===== config.mk =====
export PLATFORM = sky130hd
export DESIGN_NAME = gmpc_pin_control
export DESIGN_NICKNAME = d
export VERILOG_FILES = /design/src/design/gmpc_input_events.v /design/src/design/gmpc_pin_control.v /design/src/design/gmpc_soft_reset.v
export VERILOG_INCLUDE_DIRS = /design/src /design/src/design
export SDC_FILE = /design/constraint.sdc
export NUM_CORES = 1
export LEC_CHECK = 0
export BUFFER_PORTS_ARGS = -buffer_cell sky130_fd_sc_hd__buf_2
export CORE_ASPECT_RATIO = 0.6
export CORE_MARGIN = 2
export CORE_UTILIZATION = 51
export DETAILED_ROUTE_END_ITERATION = 10
export PLACE_DENSITY = 0.74
export SLEW_MARGIN = 5
export SYNTH_ARGS = -nofsm -noshare
export SYNTH_HDL_FRONTEND = slang
export SYNTH_SLANG_ARGS = --single-unit

===== constraint.sdc =====
create_clock -name clk_sys -period 1.7 [get_ports clk_sys]
set_input_delay 0 -clock clk_sys [delete_from_list [all_inputs] [get_ports clk_sys]]
set_output_delay 0 -clock clk_sys [all_outputs]
set_load 0.03 [all_outputs]

===== src/design/gmpc_defines.vh =====
/*
 * Constants for the pin function control block: register indices, control
 * bit positions, modem pin positions within a nibble and the soft reset time.
 * Assumes it is included by bare name from every design file of the block.
 */
`ifndef GMPC_DEFINES_VH
`define GMPC_DEFINES_VH

// Register indices on the local register port
`define GMPC_ADDR_W 2
`define GMPC_ADDR_DIR 2'h0
`define GMPC_ADDR_STATE 2'h1
`define GMPC_ADDR_INTEN 2'h2
`define GMPC_ADDR_CTRL 2'h3

// Reset values
`define GMPC_RST_BYTE 8'h00
`define GMPC_RST_NIB 4'h0
`define GMPC_RST_STAT 3'h0

// pin_function_control bit positions
`define GMPC_CTRL_LATCH 0
`define GMPC_CTRL_MODEM_A 1
`define GMPC_CTRL_MODEM_B 2
`define GMPC_CTRL_SOFT_RESET_BIT 3
`define GMPC_CTRL_KEEP_MSB 2

// Modem pin positions inside a nibble
`define GMPC_NIB_DSR 0
`define GMPC_NIB_DTR 1
`define GMPC_NIB_CD 2
`define GMPC_NIB_RI 3

// Soft reset hold time and its cycle count at the system clock
`define GMPC_CLK_NS 10
`define GMPC_SRST_NS 40
`define GMPC_SRST_CYCLES ((`GMPC_SRST_NS + `GMPC_CLK_NS - 1) / `GMPC_CLK_NS)
`define GMPC_SRST_CNT_W 3

`endif


===== src/design/gmpc_input_events.v =====
/*
 * Input change detection for the eight pins, with optional latching of the
 * level that caused the change. Pending is combinational; the parent
 * registers it. Assumes pin levels are synchronous to the system clock.
 */
`timescale 1ns/1ps
`default_nettype none
`include "gmpc_defines.vh"

module gmpc_input_events (
   input wire clk_sys,
   input wire rst_b,
   input wire clear,
   input wire [7:0] pinLevel,
   input wire [7:0] armMask,
   input wire latchEnable,
   input wire readStrobe,
   output wire [7:0] stateView,
   output wire pending
);

   reg [7:0] refLevel;
   reg [7:0] captured;
   reg [7:0] latchedVal;

   wire [7:0] delta;
   wire [7:0] newCap;

   // Difference from the level seen at the last read, armed pins only
   assign delta = (pinLevel ^ refLevel) & armMask;
   assign newCap = delta & ~captured & {8{latchEnable}};

   // Unlatched: pending follows the live difference, so it drops back
   // Latched: pending sticks on the captured bits
   assign pending = latchEnable ? (|captured) : (|delta);

   // Captured bits show the level that caused the change
   assign stateView = (captured & latchedVal) | (~captured & pinLevel);

   // Unarmed pins track the pad so enabling one later raises nothing stale
   always @(posedge clk_sys or negedge rst_b) begin
      if (!rst_b) begin
         refLevel <= `GMPC_RST_BYTE;
         captured <= `GMPC_RST_BYTE;
         latchedVal <= `GMPC_RST_BYTE;
      end else if (clear) begin
         refLevel <= pinLevel;
         captured <= `GMPC_RST_BYTE;
         latchedVal <= `GMPC_RST_BYTE;
      end else begin
         if (readStrobe) begin
            refLevel <= pinLevel;
         end else begin
            refLevel <= (refLevel & armMask) | (pinLevel & ~armMask);
         end
         if (!latchEnable) begin
            captured <= `GMPC_RST_BYTE;
         end else if (readStrobe) begin
            captured <= newCap;  // A change in the read cycle is kept
         end else begin
            captured <= captured | newCap;
         end
         latchedVal <= (newCap & pinLevel) | (~newCap & latchedVal);
      end
   end

endmodule // gmpc_input_events
`default_nettype wire


===== src/design/gmpc_pin_control.v =====
/*
 * Pin function control for eight general-purpose pins: register file,
 * per-nibble choice between plain I/O and emulated modem lines, input change
 * interrupt and the self-clearing soft reset.
 * Assumes a local register port driven by the host interface logic, pad
 * levels synchronous to clk_sys, and that the UART channels take the modem
 * status, change and interrupt outputs and drive the terminal-ready and
 * modem interrupt enable inputs.
 * The soft reset clears only the registers held here; softReset carries it
 * on to the rest of the device.
 */
`timescale 1ns/1ps
`default_nettype none
`include "gmpc_defines.vh"

// Functional notes
// - Writing one to the soft reset bit resets the whole device.
// - The soft reset bit clears itself once the reset has completed.
// - Control bit 2: low nibble plain I/O, or channel B modem lines.
// - Control bit 1: high nibble plain I/O, or channel A modem lines.
// - Unlatched: any input change interrupts; reading pin state clears it.
// - Unlatched: input returning before the read withdraws the interrupt.
// - Latched: change interrupts and captures the level; read clears it.
// - Latched: return before read keeps interrupt and the captured level.
// - Plain I/O nibble: its modem input pins do not show in modem status.
// - Plain I/O nibble: its pins never raise a modem status interrupt.
// - Plain I/O nibble: terminal-ready control bit does not drive the pin.
// - Modem nibble: its carrier, ring and set-ready levels show in status.
// - Modem nibble: terminal-ready pin follows the terminal-ready control bit.
// - Modem nibble with interrupt enable: a level change raises modem interrupt.
// - Modem nibble: direction, state and interrupt enable registers have no effect.
// - I/O input change interrupts only when its interrupt enable bit is one.
// - Direction bit zero makes the pin an input, one an output.
module gmpc_pin_control (
   input wire clk_sys,
   input wire rst_b,
   input wire [`GMPC_ADDR_W-1:0] regAddr,
   input wire regWrite,
   input wire regRead,
   input wire [7:0] regWdata,
   output reg [7:0] regRdata,
   input wire [7:0] gpioIn,
   output reg [7:0] gpioOut,
   output reg [7:0] gpioOe,
   input wire mcrTerminalReadyA,
   input wire mcrTerminalReadyB,
   input wire ierModemIntEnableA,
   input wire ierModemIntEnableB,
   output reg [2:0] modemStatusA,
   output reg [2:0] modemStatusB,
   output reg [2:0] modemChangeA,
   output reg [2:0] modemChangeB,
   output reg modemIrqA,
   output reg modemIrqB,
   output reg ioIrq,
   output reg softReset
);

   // Output enable of one nibble: only terminal ready drives in modem mode
   function [3:0] nibbleOe;
      input modem;
      input [3:0] dir;
      begin
         if (modem) begin
            nibbleOe = 4'h1 << `GMPC_NIB_DTR;
         end else begin
            nibbleOe = dir;
         end
      end
   endfunction

   // Output level of one nibble; the terminal-ready pin is active low
   function [3:0] nibbleOut;
      input modem;
      input [3:0] state;
      input dtr;
      begin
         if (modem) begin
            nibbleOut = (~dtr) ? (4'h1 << `GMPC_NIB_DTR) : 4'h0;
         end else begin
            nibbleOut = state;
         end
      end
   endfunction

   // Modem status bits {carrier, ring, set ready}, active high as seen
   // by the channel; pins are active low, plain I/O shows nothing
   function [2:0] nibbleStatus;
      input modem;
      input [3:0] pins;
      begin
         if (modem) begin
            nibbleStatus = {~pins[`GMPC_NIB_CD], ~pins[`GMPC_NIB_RI],
                            ~pins[`GMPC_NIB_DSR]};
         end else begin
            nibbleStatus = `GMPC_RST_STAT;
         end
      end
   endfunction

   // Register index match; the strobe decodes share it so an index
   // change touches one place only
   function hitAddr;
      input [`GMPC_ADDR_W-1:0] addr;
      input [`GMPC_ADDR_W-1:0] target;
      begin
         hitAddr = (addr == target);
      end
   endfunction

   reg [7:0] pinDirection;
   reg [7:0] pinState;
   reg [7:0] pinIntEnable;
   reg [`GMPC_CTRL_KEEP_MSB:0] ctrlBits;
   reg modemWasA;
   reg modemWasB;

   wire softResetBusy;
   wire modemA;
   wire modemB;
   wire latchOn;
   wire [7:0] modemMask;
   wire [7:0] ioArm;
   wire [7:0] stateView;
   wire ioPending;
   wire stateRead;
   wire ctrlWrite;
   wire resetStart;
   wire [7:0] ctrlView;
   wire [2:0] next_statusA;
   wire [2:0] next_statusB;
   wire [2:0] next_changeA;
   wire [2:0] next_changeB;
   wire [7:0] next_gpioOut;
   wire [7:0] next_gpioOe;
   wire next_modemIrqA;
   wire next_modemIrqB;
   wire next_ioIrq;
   wire writeOpen;

   assign modemA = ctrlBits[`GMPC_CTRL_MODEM_A];
   assign modemB = ctrlBits[`GMPC_CTRL_MODEM_B];
   assign latchOn = ctrlBits[`GMPC_CTRL_LATCH];
   assign modemMask = {{4{modemA}}, {4{modemB}}};

   // Armed pins: enabled, inputs, and not taken over by a modem nibble
   assign ioArm = pinIntEnable & ~pinDirection & ~modemMask;

   assign stateRead = regRead && hitAddr(regAddr, `GMPC_ADDR_STATE);
   assign ctrlWrite = regWrite && hitAddr(regAddr, `GMPC_ADDR_CTRL);
   assign resetStart = ctrlWrite && regWdata[`GMPC_CTRL_SOFT_RESET_BIT];

   // Reserved upper bits read as zero; reset bit reads one while busy
   assign ctrlView = {4'h0, softResetBusy, ctrlBits};

   assign next_gpioOe = {nibbleOe(modemA, pinDirection[7:4]),
                         nibbleOe(modemB, pinDirection[3:0])};
   assign next_gpioOut = {nibbleOut(modemA, pinState[7:4], mcrTerminalReadyA),
                          nibbleOut(modemB, pinState[3:0], mcrTerminalReadyB)};

   assign next_statusA = nibbleStatus(modemA, gpioIn[7:4]);
   assign next_statusB = nibbleStatus(modemB, gpioIn[3:0]);

   // Changes count only when the nibble was modem in both cycles, so a
   // mode switch itself never fakes a modem line change
   assign next_changeA = (next_statusA ^ modemStatusA) & {3{modemA & modemWasA}};
   assign next_changeB = (next_statusB ^ modemStatusB) & {3{modemB & modemWasB}};

   // Interrupt requests ahead of their output flops
   assign next_modemIrqA = (|next_changeA) & ierModemIntEnableA;
   assign next_modemIrqB = (|next_changeB) & ierModemIntEnableB;

   // The soft reset masks the pin interrupt so no stale request leaks out
   assign next_ioIrq = ioPending & ~softResetBusy;

   // Writes are refused while the soft reset holds the registers
   assign writeOpen = regWrite & ~softResetBusy;

   gmpc_soft_reset u_soft_reset (
      .clk_sys(clk_sys),
      .rst_b(rst_b),
      .start(resetStart),
      .resetActive(softResetBusy)
   );

   gmpc_input_events u_input_events (
      .clk_sys(clk_sys),
      .rst_b(rst_b),
      .clear(softResetBusy),
      .pinLevel(gpioIn),
      .armMask(ioArm),
      .latchEnable(latchOn),
      .readStrobe(stateRead),
      .stateView(stateView),
      .pending(ioPending)
   );

   // Register writes; the soft reset returns every register to reset value
   always @(posedge clk_sys or negedge rst_b) begin
      if (!rst_b) begin
         pinDirection <= `GMPC_RST_BYTE;
         pinState <= `GMPC_RST_BYTE;
         pinIntEnable <= `GMPC_RST_BYTE;
         ctrlBits <= `GMPC_RST_STAT;
      end else if (softResetBusy) begin
         pinDirection <= `GMPC_RST_BYTE;
         pinState <= `GMPC_RST_BYTE;
         pinIntEnable <= `GMPC_RST_BYTE;
         ctrlBits <= `GMPC_RST_STAT;
      end else if (writeOpen) begin
         case (regAddr)
            `GMPC_ADDR_DIR: begin
               pinDirection <= regWdata;
            end
            `GMPC_ADDR_STATE: begin
               pinState <= regWdata;
            end
            `GMPC_ADDR_INTEN: begin
               pinIntEnable <= regWdata;
            end
            `GMPC_ADDR_CTRL: begin
               // Upper bits are not stored: nothing may hang on them
               if (!regWdata[`GMPC_CTRL_SOFT_RESET_BIT]) begin
                  ctrlBits <= regWdata[`GMPC_CTRL_KEEP_MSB:0];
               end
            end
            default: begin
               pinDirection <= pinDirection;
            end
         endcase
      end
   end

   // Read data is registered; it appears the cycle after the read strobe
   always @(posedge clk_sys or negedge rst_b) begin
      if (!rst_b) begin
         regRdata <= `GMPC_RST_BYTE;
      end else if (regRead) begin
         case (regAddr)
            `GMPC_ADDR_DIR: begin
               regRdata <= pinDirection;
            end
            `GMPC_ADDR_STATE: begin
               regRdata <= stateView;
            end
            `GMPC_ADDR_INTEN: begin
               regRdata <= pinIntEnable;
            end
            `GMPC_ADDR_CTRL: begin
               regRdata <= ctrlView;
            end
            default: begin
               regRdata <= `GMPC_RST_BYTE;
            end
         endcase
      end
   end

   // Pins leave from flip-flops; the nibble mode decides who owns each pin
   always @(posedge clk_sys or negedge rst_b) begin
      if (!rst_b) begin
         gpioOut <= `GMPC_RST_BYTE;
         gpioOe <= `GMPC_RST_BYTE;
      end else begin
         gpioOut <= next_gpioOut;
         gpioOe <= next_gpioOe;
      end
   end

   // Modem status, change pulses and modem interrupts of both channels
   always @(posedge clk_sys or negedge rst_b) begin
      if (!rst_b) begin
         modemStatusA <= `GMPC_RST_STAT;
         modemStatusB <= `GMPC_RST_STAT;
         modemChangeA <= `GMPC_RST_STAT;
         modemChangeB <= `GMPC_RST_STAT;
         modemIrqA <= 1'b0;
         modemIrqB <= 1'b0;
         modemWasA <= 1'b0;
         modemWasB <= 1'b0;
      end else begin
         modemStatusA <= next_statusA;
         modemStatusB <= next_statusB;
         modemChangeA <= next_changeA;
         modemChangeB <= next_changeB;
         modemIrqA <= next_modemIrqA;
         modemIrqB <= next_modemIrqB;
         modemWasA <= modemA;
         modemWasB <= modemB;
      end
   end

   // Pin interrupt and the soft reset level for the rest of the device
   always @(posedge clk_sys or negedge rst_b) begin
      if (!rst_b) begin
         ioIrq <= 1'b0;
         softReset <= 1'b0;
      end else begin
         ioIrq <= next_ioIrq;
         softReset <= softResetBusy;
      end
   end

endmodule // gmpc_pin_control
`default_nettype wire


===== src/design/gmpc_soft_reset.v =====
/*
 * Soft reset sequencer: a start pulse holds a synchronous reset for a fixed
 * number of system clock cycles, then releases it by itself.
 * Assumes one system clock and an asynchronous active-low hardware reset.
 */
`timescale 1ns/1ps
`default_nettype none
`include "gmpc_defines.vh"

module gmpc_soft_reset (
   input wire clk_sys,
   input wire rst_b,
   input wire start,
   output reg resetActive
);

   localparam [1:0] S_IDLE = 2'b01;
   localparam [1:0] S_HOLD = 2'b10;
   localparam integer HOLD_LAST_INT = `GMPC_SRST_CYCLES - 1;
   localparam [`GMPC_SRST_CNT_W-1:0] HOLD_LAST = HOLD_LAST_INT[`GMPC_SRST_CNT_W-1:0];
   localparam [`GMPC_SRST_CNT_W-1:0] CNT_ZERO = {`GMPC_SRST_CNT_W{1'b0}};
   localparam [`GMPC_SRST_CNT_W-1:0] CNT_ONE = {{(`GMPC_SRST_CNT_W-1){1'b0}}, 1'b1};

   reg [1:0] state;
   reg [`GMPC_SRST_CNT_W-1:0] count;

   // A start while holding is ignored; the reset already covers it
   always @(posedge clk_sys or negedge rst_b) begin
      if (!rst_b) begin
         state <= S_IDLE;
         count <= CNT_ZERO;
         resetActive <= 1'b0;
      end else begin
         case (state)
            S_IDLE: begin
               if (start) begin
                  state <= S_HOLD;
                  count <= CNT_ZERO;
                  resetActive <= 1'b1;
               end
            end
            S_HOLD: begin
               if (count == HOLD_LAST) begin
                  state <= S_IDLE;
                  resetActive <= 1'b0;
               end else begin
                  count <= count + CNT_ONE;
               end
            end
            default: begin
               state <= S_IDLE;
               resetActive <= 1'b0;
            end
         endcase
      end
   end

endmodule // gmpc_soft_reset
`default_nettype wire


======== After elaboration in Yosys (flattened, before gate mapping) ========
Cells that the tools add are included.
storage, ports and cells
  output and inout bits ................... 40
  bits of input ports ..................... 26
  register bits after elaboration ......... 99
  logic and storage cells ................. 130
cells by class
  reduce and logical (&&, ||, !) cells .... 20
  add/subtract/negate cells ............... 1
  bitwise gates (word level) .............. 38
  mux-type cells .......................... 38
  equality and inequality tests ........... 10
operators by type and width
  cell                  number
  $mux W8               15
  $and A8 B8 Y8         11
  $not A8 Y8            5
  $or A8 B8 Y8          4
  $pmux W8 S4           1
  $mux W3               8
  $mux W4               4
  $reduce_or A8 Y1      2
  $reduce_bool A2 Y1    6
  $mux W2               4
  $reduce_and A2 Y1     4
  $xor A8 B8 Y8         1
  $not A1 Y1            7
  $and A1 B1 Y1         6
  $and A3 B3 Y3         2
  $eq A2 B2 Y1 const B  3
  $pmux W3 S2           1
  $reduce_and A3 Y1     2
  $reduce_or A3 Y1      2
  $xor A3 B3 Y3         2
  $eq A2 B1 Y1 const B  2
  $ne A2 B1 Y1 const B  2
  $ne A2 B2 Y1 const B  2
  $pmux W2 S2           1
  other kinds (6)       10

======== Depth between registers and ports, before layout ========
Gate-level depths: netlist of run 1.
  depth in word-level cells ............... 10
  gate-level depth with buffers ........... 6
  mapped depth without buffers ............ 6

======== Hierarchy ========
Synthesis of run 1 repeated with hierarchy kept, for this count alone.
second synthesis, totals
  cells, all modules ...................... 390
  area, all modules ....................... 4,509.3 µm²
by module, submodules not included
  module             sequential area each (µm²)  area each (µm²)  cells each  times used
  gmpc_pin_control   1,726.7                     2,880.3          237         1
  gmpc_input_events  600.6                       1,356.3          130         1
  gmpc_soft_reset    126.4                       272.8            23          1

======== Worst setup path before layout of run 1 ========
Ideal clock, no wire load.
  path kind ............................... register to register
  start ................................... register u_soft_reset.count[0]
  end ..................................... register u_soft_reset.count[2]
  path slack .............................. 99 ps
  data required time ...................... 1,575 ps
  setup time .............................. 125 ps
  period minus slack after synthesis ...... 1,601 ps
  data arrival time ....................... 1,477 ps
  cell stages (with the launch flop) ...... 7
  path buffers ............................ 0
  path through ............................ dfrtp_1 -> ha_1 -> ha_1 -> or3b_2 -> o31a_1 -> inv_1 -> o22ai_1
between the ends
  cells in the longest elaborated chain, start to end .. 3
  elaborated cells on any way between the ends .. 6
  classes of those cells .................. add/sub (1); eq/ne (2); mux (2); reduce/logical (1)
ends and longest elaborated chain
  element                                                  line                                        RTL
  start: declaration                                       gmpc_soft_reset.v:25                        reg [`GMPC_SRST_CNT_W-1:0] count;
  start signal: assignment                                 gmpc_soft_reset.v:47                        count <= count + CNT_ONE;
  $add A3 B1 Y3 / $eq A3 B2 Y1 (equally long branches)     gmpc_soft_reset.v:47, gmpc_soft_reset.v:43
  $mux W3 / $ne A2 B2 Y1 (equally long branches)           -
  $pmux W3 S2 / $reduce_and A3 Y1 (equally long branches)  -
Parallel ways exist; a longest one is shown, timed or not. The select of a mux whose other input is x is not followed.
A chain may end at the register's enable or synchronous reset.

======== Final worst setup path of run 1 ========
  start ................................... register u_input_events.captured[2]
  end ..................................... register regRdata[2]
between the ends
  cells in the longest elaborated chain, start to end .. 4
  elaborated cells on any way between the ends .. 5
  classes of those cells .................. mux (1); bitwise (4)
ends and longest elaborated chain
  element                   line                    RTL
  start: declaration        gmpc_input_events.v:23  reg [7:0] captured;
  start signal: assignment  gmpc_input_events.v:44  captured <= `GMPC_RST_BYTE;
  start signal: assignment  gmpc_input_events.v:48  captured <= `GMPC_RST_BYTE;
  start signal: assignment  gmpc_input_events.v:57  captured <= `GMPC_RST_BYTE;
  $not A8 Y8                gmpc_input_events.v:38  assign stateView = (captured & latchedVal) | (~captured & pinLevel);
  $and A8 B8 Y8             gmpc_input_events.v:38
  $or A8 B8 Y8 *            gmpc_input_events.v:38
  $pmux W8 S4 *             gmpc_pin_control.v:239  case (regAddr)
  end signal: assignment    gmpc_pin_control.v:237  regRdata <= `GMPC_RST_BYTE;
  end signal: assignment    gmpc_pin_control.v:241  regRdata <= pinDirection;
  end signal: assignment    gmpc_pin_control.v:244  regRdata <= stateView;
  end: declaration          gmpc_pin_control.v:41   output reg [7:0] regRdata,
Every way passes the cells marked *; elsewhere a longest branch is shown, timed or not.

==> impl_metrics.py, run 1 <==
metrics = {
    "run_status": {
        "status": "completed",
    },
    "routing": {
        "drt_first_pass_iters": 6,
        "avgViaCountPerCell": 5.37,
        "drc": 0,
        "wl_per_cell_microns": 16.5,
        "highest_layer": "met4",
        "drtIter0Drc": 210,
        "wl_met1_mm": 4.47,
        "drt-total-wl_mm": 9.48,
        "vias": 3075,
        "wl_met3_microns": 634,
        "ant_nets": 0,
        "wl_met2_mm": 4.29,
    },
    "synth": {
        "async_reset_ff_share_pct": 100,
        "synth-adder-area-share_pct": 0.584,
        "ys_types": 48,
        "synth_edf_count": 0,
        "synth_nets": 385,
        "ys_ff_latch": 98,
        "ys_seq_area_share_pct": 57.3,
        "yosys_warnings": 0,
        "synth_compound_area_share_pct": 5.78,
        "synthMuxAreaShare_pct": 15.6,
        "synth_top_family_by_area": "multiplexers",
        "ys.flop_type": "dfrtp_1",
        "synth-xor-area-share_pct": 2.86,
        "synth-simple-area-share_pct": 15.2,
        "syn_avg_cell_area_sq_um": 12.0,
        "synth_area_sq_um": 4290,
        "synthesis.instances": 357,
    },
    "global_routing": {
        "grt_pass1_wl_mm": 15.3,
        "antenna_found_initial": 0,
        "grt_pass1_vias": 2950,
        "grt_max_degree": 39,
        "grt_usage_pct": 22.6,
        "overflow": 0,
    },
    "power_and_ir_drop": {
        "irDropWorstVdd_v": 0.000626,
        "power.density_nw_per_um2": 1180,
        "fin_total_pwr_mw": 6.30,
        "p_leak_nw": 2.71,
    },
    "sta": {
        "rsz0062_at_grt": "false",
        "min_period_ps": 1620,
        "layout_worst_path_cycle_share_pct": 95.5,
        "hold_viol_final": 0,
        "tightest_slew_ps": 571,
        "slew_headroom_pct": 61.8,
        "drv_slew": 0,
        "skew_ps": 7.22,
        "fmax_ghz": 0.616,
        "whs_ps": 36.5,
        "setup_viol": 0,
    },
    "floorplan": {
        "initial_core_util_pct": 53.5,
        "die_w_microns": 122,
        "row_count": 25,
        "dieArea_sq_um": 9180,
        "core_area_sq_um": 8010,
        "die_y_microns": 75.0,
        "pin_count": 66,
    },
    "worst_setup_path": {
        "worstSetupStartpointType": "flop",
        "crit_path_end_kind": "flop",
        "required_ps": 1930,
        "crit_arrival_ps": 1850,
        "critPathKind": "reg2reg",
        "cp_max_fo": 5,
    },
    "job": {
        "maxCapViolations": 0,
    },
    "finish": {
        "final_cell_count_no_fill": 573,
        "drive_gt1_share_pct": 28.0,
        "antenna_cells": 0,
        "layout.nets": 488,
        "syn_to_final_growth_pct": 25.1,
    },
    "clocking": {
        "path_clk_slew_ps": 70,
        "clk_path_buf_depth": 2,
        "tritoncts": "built",
        "clock_latency_ps": 340,
        "cts-root-buf": "clkbuf_16",
        "clkSinkCount": 98,
        "cts_buffers": 9,
        "htree_levels": 3,
    },
    "place": {
        "dpl.cell_count": 536,
        "place.port_buffers": 65,
        "detailed_place_hpwl_mm": 6.72,
        "gp_congestion": 0.894,
    },
    "min_path": {
        "hold_class": "in2reg",
    },
}
[cells in the mapped netlist, types with 3 or more instances]
| library cell | count | area share [%] |
|---|---|---|
| nor2b_1 | 19 | 2.8 |
| nand2_1 | 10 | 0.88 |
| mux2_1 | 4 | 1.1 |
| mux4_2 | 4 | 2.1 |
| buf_2 | 7 | 0.82 |
| nor4b_1 | 3 | 0.61 |
| nor3b_1 | 5 | 0.88 |
| clkbuf_1 | 7 | 0.61 |
| dfrtp_1 | 97 | 57 |
| a31oi_1 | 6 | 0.88 |
| nand4b_1 | 4 | 0.82 |
| a21o_1 | 3 | 0.53 |
| mux2i_1 | 38 | 8.9 |
| o31a_1 | 3 | 0.61 |
| nor2_1 | 57 | 5.0 |
| xor2_1 | 12 | 2.5 |
| nor3_1 | 4 | 0.47 |
| a211oi_1 | 12 | 2.1 |
| inv_1 | 9 | 0.79 |
| a21oi_1 | 7 | 0.82 |
| mux2_2 | 11 | 2.9 |
[worst max-delay path: stages, from the launching register on]
cell     delay [ps]
dfrtp_1         420
mux2_1          360
mux4_2          460
mux2_4          270
[where the power goes]
part	switching [mW]	internal [mW]
registers	0.233	2.69
clock network	0.839	1.12
logic	0.842	0.587
[routing by layer]
layer	track usage (%)	up-vias
met4	6.13	0
met2	33.6	95
li1	-	1451
met1	33.6	1522
met5	0	-
met3	5.30	7
[kinds of logic after synthesis]
kind of cell	Yosys count
multiplexers	59
AND/OR/NAND/NOR	121
AO/OA/AOI/OAI	36
flip-flops	98
buffers and inverters	27
XOR/XNOR	14
adder cells (fa/ha/maj)	2
[placed cells by master, fill, tap and decap left out, drive strengths merged, types with 3 or more instances in the layout]
| cell type | Yosys | final |
|---|---|---|
| nand2 | 10 | 10 |
| a21oi | 7 | 7 |
| a211oi | 12 | 12 |
| buf | 10 | 90 |
| a21o | 3 | 3 |
| or3b | 3 | 3 |
| mux4 | 4 | 4 |
| nor2 | 58 | 58 |
| nand4b | 4 | 4 |
| nand3 | 3 | 3 |
| mux2i | 38 | 38 |
| dlygate4sd3 | 0 | 20 |
| inv | 9 | 10 |
| nor3 | 4 | 4 |
| a31oi | 6 | 6 |
| o31a | 3 | 3 |
| nor3b | 5 | 5 |
| mux2 | 17 | 17 |
| nor4b | 5 | 5 |
| clkbuf | 8 | 13 |
| xor2 | 12 | 12 |
| dfrtp | 97 | 97 |
| nor2b | 19 | 19 |
[worst paths after layout]
| path | start | end | slack [ps] | cells after the start |
|---|---|---|---|---|
| min in group asynchronous | rst_b | pinDirection[2] | 90 | 2 |
| setup reg to reg | u_input_events.captured[2] | regRdata[2] | 80 | 3 |
| hold reg to reg | pinState[7] | gpioOut[7] | 490 | 1 |
| setup / recovery | u_input_events.captured[2] | regRdata[2] | 80 | 3 |
| hold / removal | regWdata[3] | pinState[3] | 40 | 3 |
| max in group asynchronous | rst_b | u_input_events.latchedVal[7] | 1030 | 3 |
[metrics by stage]
stage	util (%)	setup slack, ps	area, sq um	TNS [ps]
3_3_place_gp	60.7	49.5	4860	0
5_1_grt	67.0	15.1	5360	0
4_1_cts	67.0	76.6	5360	0
6_report	67.0	76.6	5360	0
3_5_place_dp	60.7	-25.7	4860	-36.2
2_1_floorplan	-	98.7	4290	0
[final cells by class]
cell class	count	area [sq um]
multi-input combinational	232	1720
sequential	98	2450
tap	108	135
clock buffer	13	270
fill	616	2650
clock inverter	3	21.3
timing repair buffer	110	728
inverter	9	33.8
[state kept, by name, indices dropped and copies added (netlist names), 8 cells and up, named ones only]
name                       count
pinState                       8
pinIntEnable                   8
pinDirection                   8
u_input_events.latchedVal      8
gpioOut                        8
gpioOe                         8
u_input_events.captured        8
regRdata                       8
[timing repair]
| action | 4_1_cts | 5_1_grt |
|---|---|---|
| buffers inserted | 1 | 0 |
| endpoints found under the hold margin | 136 | 0 |
| hold buffers | 20 | 0 |
| gates resized for setup | 1 | 0 |
| setup endpoints to repair | 2 | 0 |
(Power assumes the default switching activity.)
==> run 2, diff against run 1 <==
Settings changed: CORE_UTILIZATION 51 to 30, PLACE_DENSITY 0.74 to 0.47.
==> impl_metrics.py, run 2 (synthesized netlist as in run 1, its figures left out) <==
metrics = {
    "run_status": {
        "status": "completed",
    },
    "global_routing": {
        "grt_max_degree": 33,
        "grt_usage_pct": 15.1,
        "grt_pass1_wl_mm": 17.1,
        "antenna_found_initial": 0,
        "grt_pass1_vias": 3028,
        "overflow": 0,
    },
    "worst_setup_path": {
        "worstSetupStartpointType": "flop",
        "cp_max_fo": 5,
        "slowest_delay_ps": 470,
        "cp_slowest_cell": "mux4_2",
        "cp_top_family": "multiplexers",
        "critPathKind": "reg2reg",
        "worstPathCellList": "mux2_1 > mux4_2 > mux2_2",
        "crit_path_end_kind": "flop",
        "crit_arrival_ps": 1880,
        "required_ps": 1930,
        "path_buf_inv": 0,
    },
    "routing": {
        "drc": 0,
        "drtIter0Drc": 214,
        "drt-total-wl_mm": 10.7,
        "vias": 2976,
        "wl_per_cell_microns": 16.2,
        "ant_nets": 0,
        "drt_first_pass_iters": 4,
        "avgViaCountPerCell": 4.50,
    },
    "floorplan": {
        "row_count": 33,
        "die_y_microns": 96.6,
        "pin_count": 66,
        "dieArea_sq_um": 15300,
        "die_w_microns": 158,
        "initial_core_util_pct": 31.1,
        "core_area_sq_um": 13800,
    },
    "min_path": {
        "hold_class": "in2reg",
    },
    "finish": {
        "syn_to_final_growth_pct": 29.1,
        "antenna_cells": 0,
        "final_cell_mix": "97 x dfrtp_1, 64 x buf_2, 57 x nor2_1",
        "post-route-util_pct": 40.1,
        "fin_area_sq_um": 5530,
        "drive_gt1_share_pct": 28.8,
        "layout.nets": 492,
        "final_common_cell": "dfrtp_1",
        "fillers": 1357,
    },
    "place": {
        "place.port_buffers": 65,
        "dpl_cell_area_sq_um": 4990,
        "detailed_place_hpwl_mm": 7.65,
        "gp_congestion": 0.795,
    },
    "sta": {
        "rsz0062_at_grt": "true",
        "layout_worst_path_cycle_share_pct": 96.8,
        "whs_ps": 51.5,
        "fin_tns_setup_ps": 0,
        "skew_ps": 7.56,
        "slew_headroom_pct": 71.0,
        "hold_viol_final": 0,
        "drv_slew": 0,
        "fmax_ghz": 0.608,
        "setup_viol": 0,
        "min_period_ps": 1650,
        "tightest_slew_ps": 435,
    },
    "power_and_ir_drop": {
        "power.density_nw_per_um2": 1200,
        "irDropWorstVdd_v": 0.000415,
        "p_leak_nw": 2.75,
    },
    "clocking": {
        "cts_buffers": 9,
        "clock_latency_ps": 350,
        "clk_path_buf_depth": 2,
        "cts-root-buf": "clkbuf_16",
        "path_clk_slew_ps": 70,
        "clkSinkCount": 98,
        "tritoncts": "built",
        "htree_levels": 3,
    },
    "job": {
        "maxCapViolations": 0,
    },
}
## run 2: changes by cell type in the layout (fill, tap and decap cells not counted), sizes merged
cell	change
bufinv	+2
clkbuf	-3
clkinvlp	-1
buf	+4
clkinv	+2
## run 2: what timing repair did
item / CTS / global route
buffers inserted: 1 / 0
hold buffers: 20 / 0
hold endpoints to repair: 98 / 0
gates resized for setup: 1 / 1
setup endpoints to repair: 3 / 1
## run 2: tightest hold or removal path: cells and delay by family
kind          cells  cell delay (ps)
buf+inv           1              170
mux               1              140
simple gates      1               50
## run 2: layout make-up
type	instances	area, sq um	share of cell area, %
clock inverters	6	87.6	1.58
inverters	9	33.8	0.611
well taps	192	240	4.34
flip-flops and latches	98	2450	44.4
clock buffers	10	239	4.32
multi-input cells	232	1720	31.1
repair buffers	114	758	13.7
## run 2: report_power, final
group | switching, mW | total, mW | internal [mW] | leakage (nW)
clock network | 0.923 | 2.26 | 1.33 | 0.163
registers | 0.234 | 2.92 | 2.69 | 1.26
logic | 0.863 | 1.46 | 0.601 | 1.32
total | 2.02 | 6.64 | 4.62 | 2.75
## run 2: worst paths after layout
kind / from / endpoint / slack (ps) / cells after the start
setup / recovery: u_input_events.captured[0] / regRdata[0] / 50 / 3
max in group asynchronous: rst_b / modemChangeA[0] / 900 / 3
setup reg to reg: u_input_events.captured[0] / regRdata[0] / 50 / 3
hold reg to reg: pinState[3] / gpioOut[3] / 490 / 1
min in group asynchronous: rst_b / pinState[2] / 140 / 2
hold / removal: regWdata[3] / pinState[3] / 50 / 3
## run 2: metrics by stage
step	setup slack, ps	instances	total power [mW]
5_1_grt	-2.41	661	6.98
2_1_floorplan	98.7	357	3.82
4_1_cts	65.6	661	6.70
3_5_place_dp	-32.4	624	4.40
3_3_place_gp	44.2	624	4.38
6_report	54.2	661	6.64
## run 2: metal layers
metal  routed length, microns  vias to the layer above  GRT usage (%)  share of wire [%]
li1                         -                     1444              -                  -
met2                     4290                       67           20.6                 40
met4                       78                        0           3.60               0.73
met3                      487                        7           3.93                4.6
met1                     5840                     1458           23.4                 55
met5                        0                        -              0                  0
==> run 3, diff against run 2 <==
Settings changed: CAP_MARGIN set to 10, CTS_BUF_LIST set to sky130_fd_sc_hd__clkbuf_4 sky130_fd_sc_hd__clkbuf_8.
==> impl_metrics.py, run 3 (synthesized netlist as in run 1, its figures left out) <==
metrics = {
    "sta": {
        "tightest_slew_ps": 441,
        "whs_ps": 38.2,
        "rsz0062_at_grt": "false",
        "fin_ws_ps": 65.2,
        "drv_slew": 0,
        "hold_viol_final": 0,
        "skew_ps": 10.1,
        "slew_headroom_pct": 70.6,
        "setup_viol": 0,
        "layout_worst_path_cycle_share_pct": 96.2,
        "fin_tns_setup_ps": 0,
        "fmax_ghz": 0.612,
        "min_period_ps": 1630,
    },
    "worst_setup_path": {
        "rr_startpoint": "u_input_events.captured[0]",
        "required_ps": 1960,
        "worstPathCellList": "mux2_1 > mux4_2 > mux2_2",
        "path_buf_inv": 0,
        "reg2reg_slack_ps": 70,
        "reg2reg_depth": 3,
        "critPathKind": "reg2reg",
        "crit_arrival_ps": 1890,
        "crit_path_end_kind": "flop",
        "worstSetupStartpointType": "flop",
        "cp_max_fo": 5,
        "cp_top_family": "multiplexers",
        "cp_num_cells": 3,
        "slowest_delay_ps": 460,
        "r2r_end": "regRdata[0]",
        "startpoint": "u_input_events.captured[0]",
        "cp_slowest_cell": "mux4_2",
    },
    "finish": {
        "layout.nets": 495,
        "final_common_cell": "dfrtp_1",
        "post-route-util_pct": 39.6,
        "final_cell_count_no_fill": 664,
        "drive_gt1_share_pct": 29.0,
        "final_cell_mix": "97 x dfrtp_1, 64 x buf_2, 57 x nor2_1",
        "fillers": 1368,
        "syn_to_final_growth_pct": 27.3,
        "antenna_cells": 0,
    },
    "power_and_ir_drop": {
        "power.density_nw_per_um2": 1120,
        "irDropWorstVdd_v": 0.000417,
        "p_switching_mw": 1.92,
        "seqPwrFrac_pct": 47.9,
        "p_clk_share_pct": 27.9,
        "swShare_pct": 31.6,
        "p_leak_nw": 2.72,
        "pwr-share-comb_pct": 24.2,
        "p_int_mw": 4.16,
    },
    "routing": {
        "avgViaCountPerCell": 4.54,
        "drtIter0Drc": 179,
        "drc": 0,
        "drt-total-wl_mm": 10.7,
        "ant_nets": 0,
        "drt_first_pass_iters": 4,
        "wl_per_cell_microns": 16.1,
        "vias": 3012,
    },
    "clocking": {
        "clock_latency_ps": 370,
        "clkSinkCount": 98,
        "tritoncts": "built",
        "path_clk_slew_ps": 90,
        "htree_levels": 3,
        "cts-root-buf": "clkbuf_8",
        "cts_buffers": 9,
        "clk_path_buf_depth": 2,
    },
    "min_path": {
        "holdPathStages": 3,
        "hold_class": "in2reg",
        "min_from": "regRead",
        "min_to": "regRdata[6]",
    },
    "global_routing": {
        "antenna_found_initial": 0,
        "overflow": 0,
        "grt_max_degree": 33,
        "grt_usage_pct": 15.1,
        "grt_pass1_wl_mm": 17.1,
        "grt_pass1_vias": 3065,
    },
    "floorplan": {
        "initial_core_util_pct": 31.1,
        "core_area_sq_um": 13800,
        "pin_count": 66,
        "row_count": 33,
        "dieArea_sq_um": 15300,
        "die_w_microns": 158,
        "die_y_microns": 96.6,
    },
    "place": {
        "place.port_buffers": 65,
        "detailed_place_hpwl_mm": 7.65,
        "gp_congestion": 0.795,
        "place_ws_ps": -32.4,
        "dpl.cell_count": 624,
    },
    "run_status": {
        "status": "completed",
    },
    "job": {
        "maxCapViolations": 0,
    },
}
==> run 3: metrics by stage <==
stage                     power (mW)  instance area [sq um]
after detailed placement        4.40                   4990
after floorplan                 3.82                   4290
after CTS                       6.16                   5450
final                           6.09                   5460
after global routing            6.44                   5460
after global placement          4.38                   4990
==> run 3: layout make-up <==
| cell class | instances | area (sq um) | area share (%) |
|---|---|---|---|
| flip-flops and latches | 98 | 2450 | 45.0 |
| multi-input cells | 232 | 1720 | 31.5 |
| repair buffers | 117 | 783 | 14.4 |
| well taps | 192 | 240 | 4.40 |
| clock buffers | 10 | 138 | 2.52 |
| clock inverters | 6 | 87.6 | 1.61 |
| inverters | 9 | 33.8 | 0.619 |
==> run 3: layer usage <==
| metal | wire (microns) | share of wire (%) | up-vias | GRT usage, % |
|---|---|---|---|---|
| met5 | 0 | 0 | - | 0 |
| met4 | 92 | 0.86 | 0 | 3.38 |
| met3 | 508 | 4.8 | 11 | 4.06 |
| met2 | 4310 | 40 | 63 | 20.9 |
| met1 | 5750 | 54 | 1487 | 23.2 |
| li1 | - | - | 1451 | - |
==> run 3: how the worst max path moves through the flow <==
stage,endpoint,slack (ps)
2_1_floorplan,u_soft_reset.count[2],100
3_3_place_gp,u_soft_reset.count[0],40
3_5_place_dp,u_soft_reset.count[2],-30
4_1_cts,regRdata[0],60
5_1_grt,regRdata[0],10
6_report,regRdata[0],70
==> run 3: repair_timing <==
item | in CTS | in global routing
setup buffers | 2 | 1
setup endpoints to repair | 3 | 2
hold endpoints to repair | 106 | 0
gates resized for setup | 1 | 1
hold buffers | 21 | 0
==> run 3: power groups by stage <==
stage / Clock [mW] / Combinational, mW / Sequential [mW]
after global routing: 1.86 / 1.62 / 2.96
after global placement: 0 / 1.43 / 2.95
after floorplan: 0 / 0.631 / 3.19
final: 1.70 / 1.47 / 2.91
after detailed placement: 0 / 1.44 / 2.96
after CTS: 1.76 / 1.49 / 2.92
==> run 3: worst min-delay path, cell delays in order <==
cell	delay, ps
buf_2	100
buf_4	190
a21oi_1	80
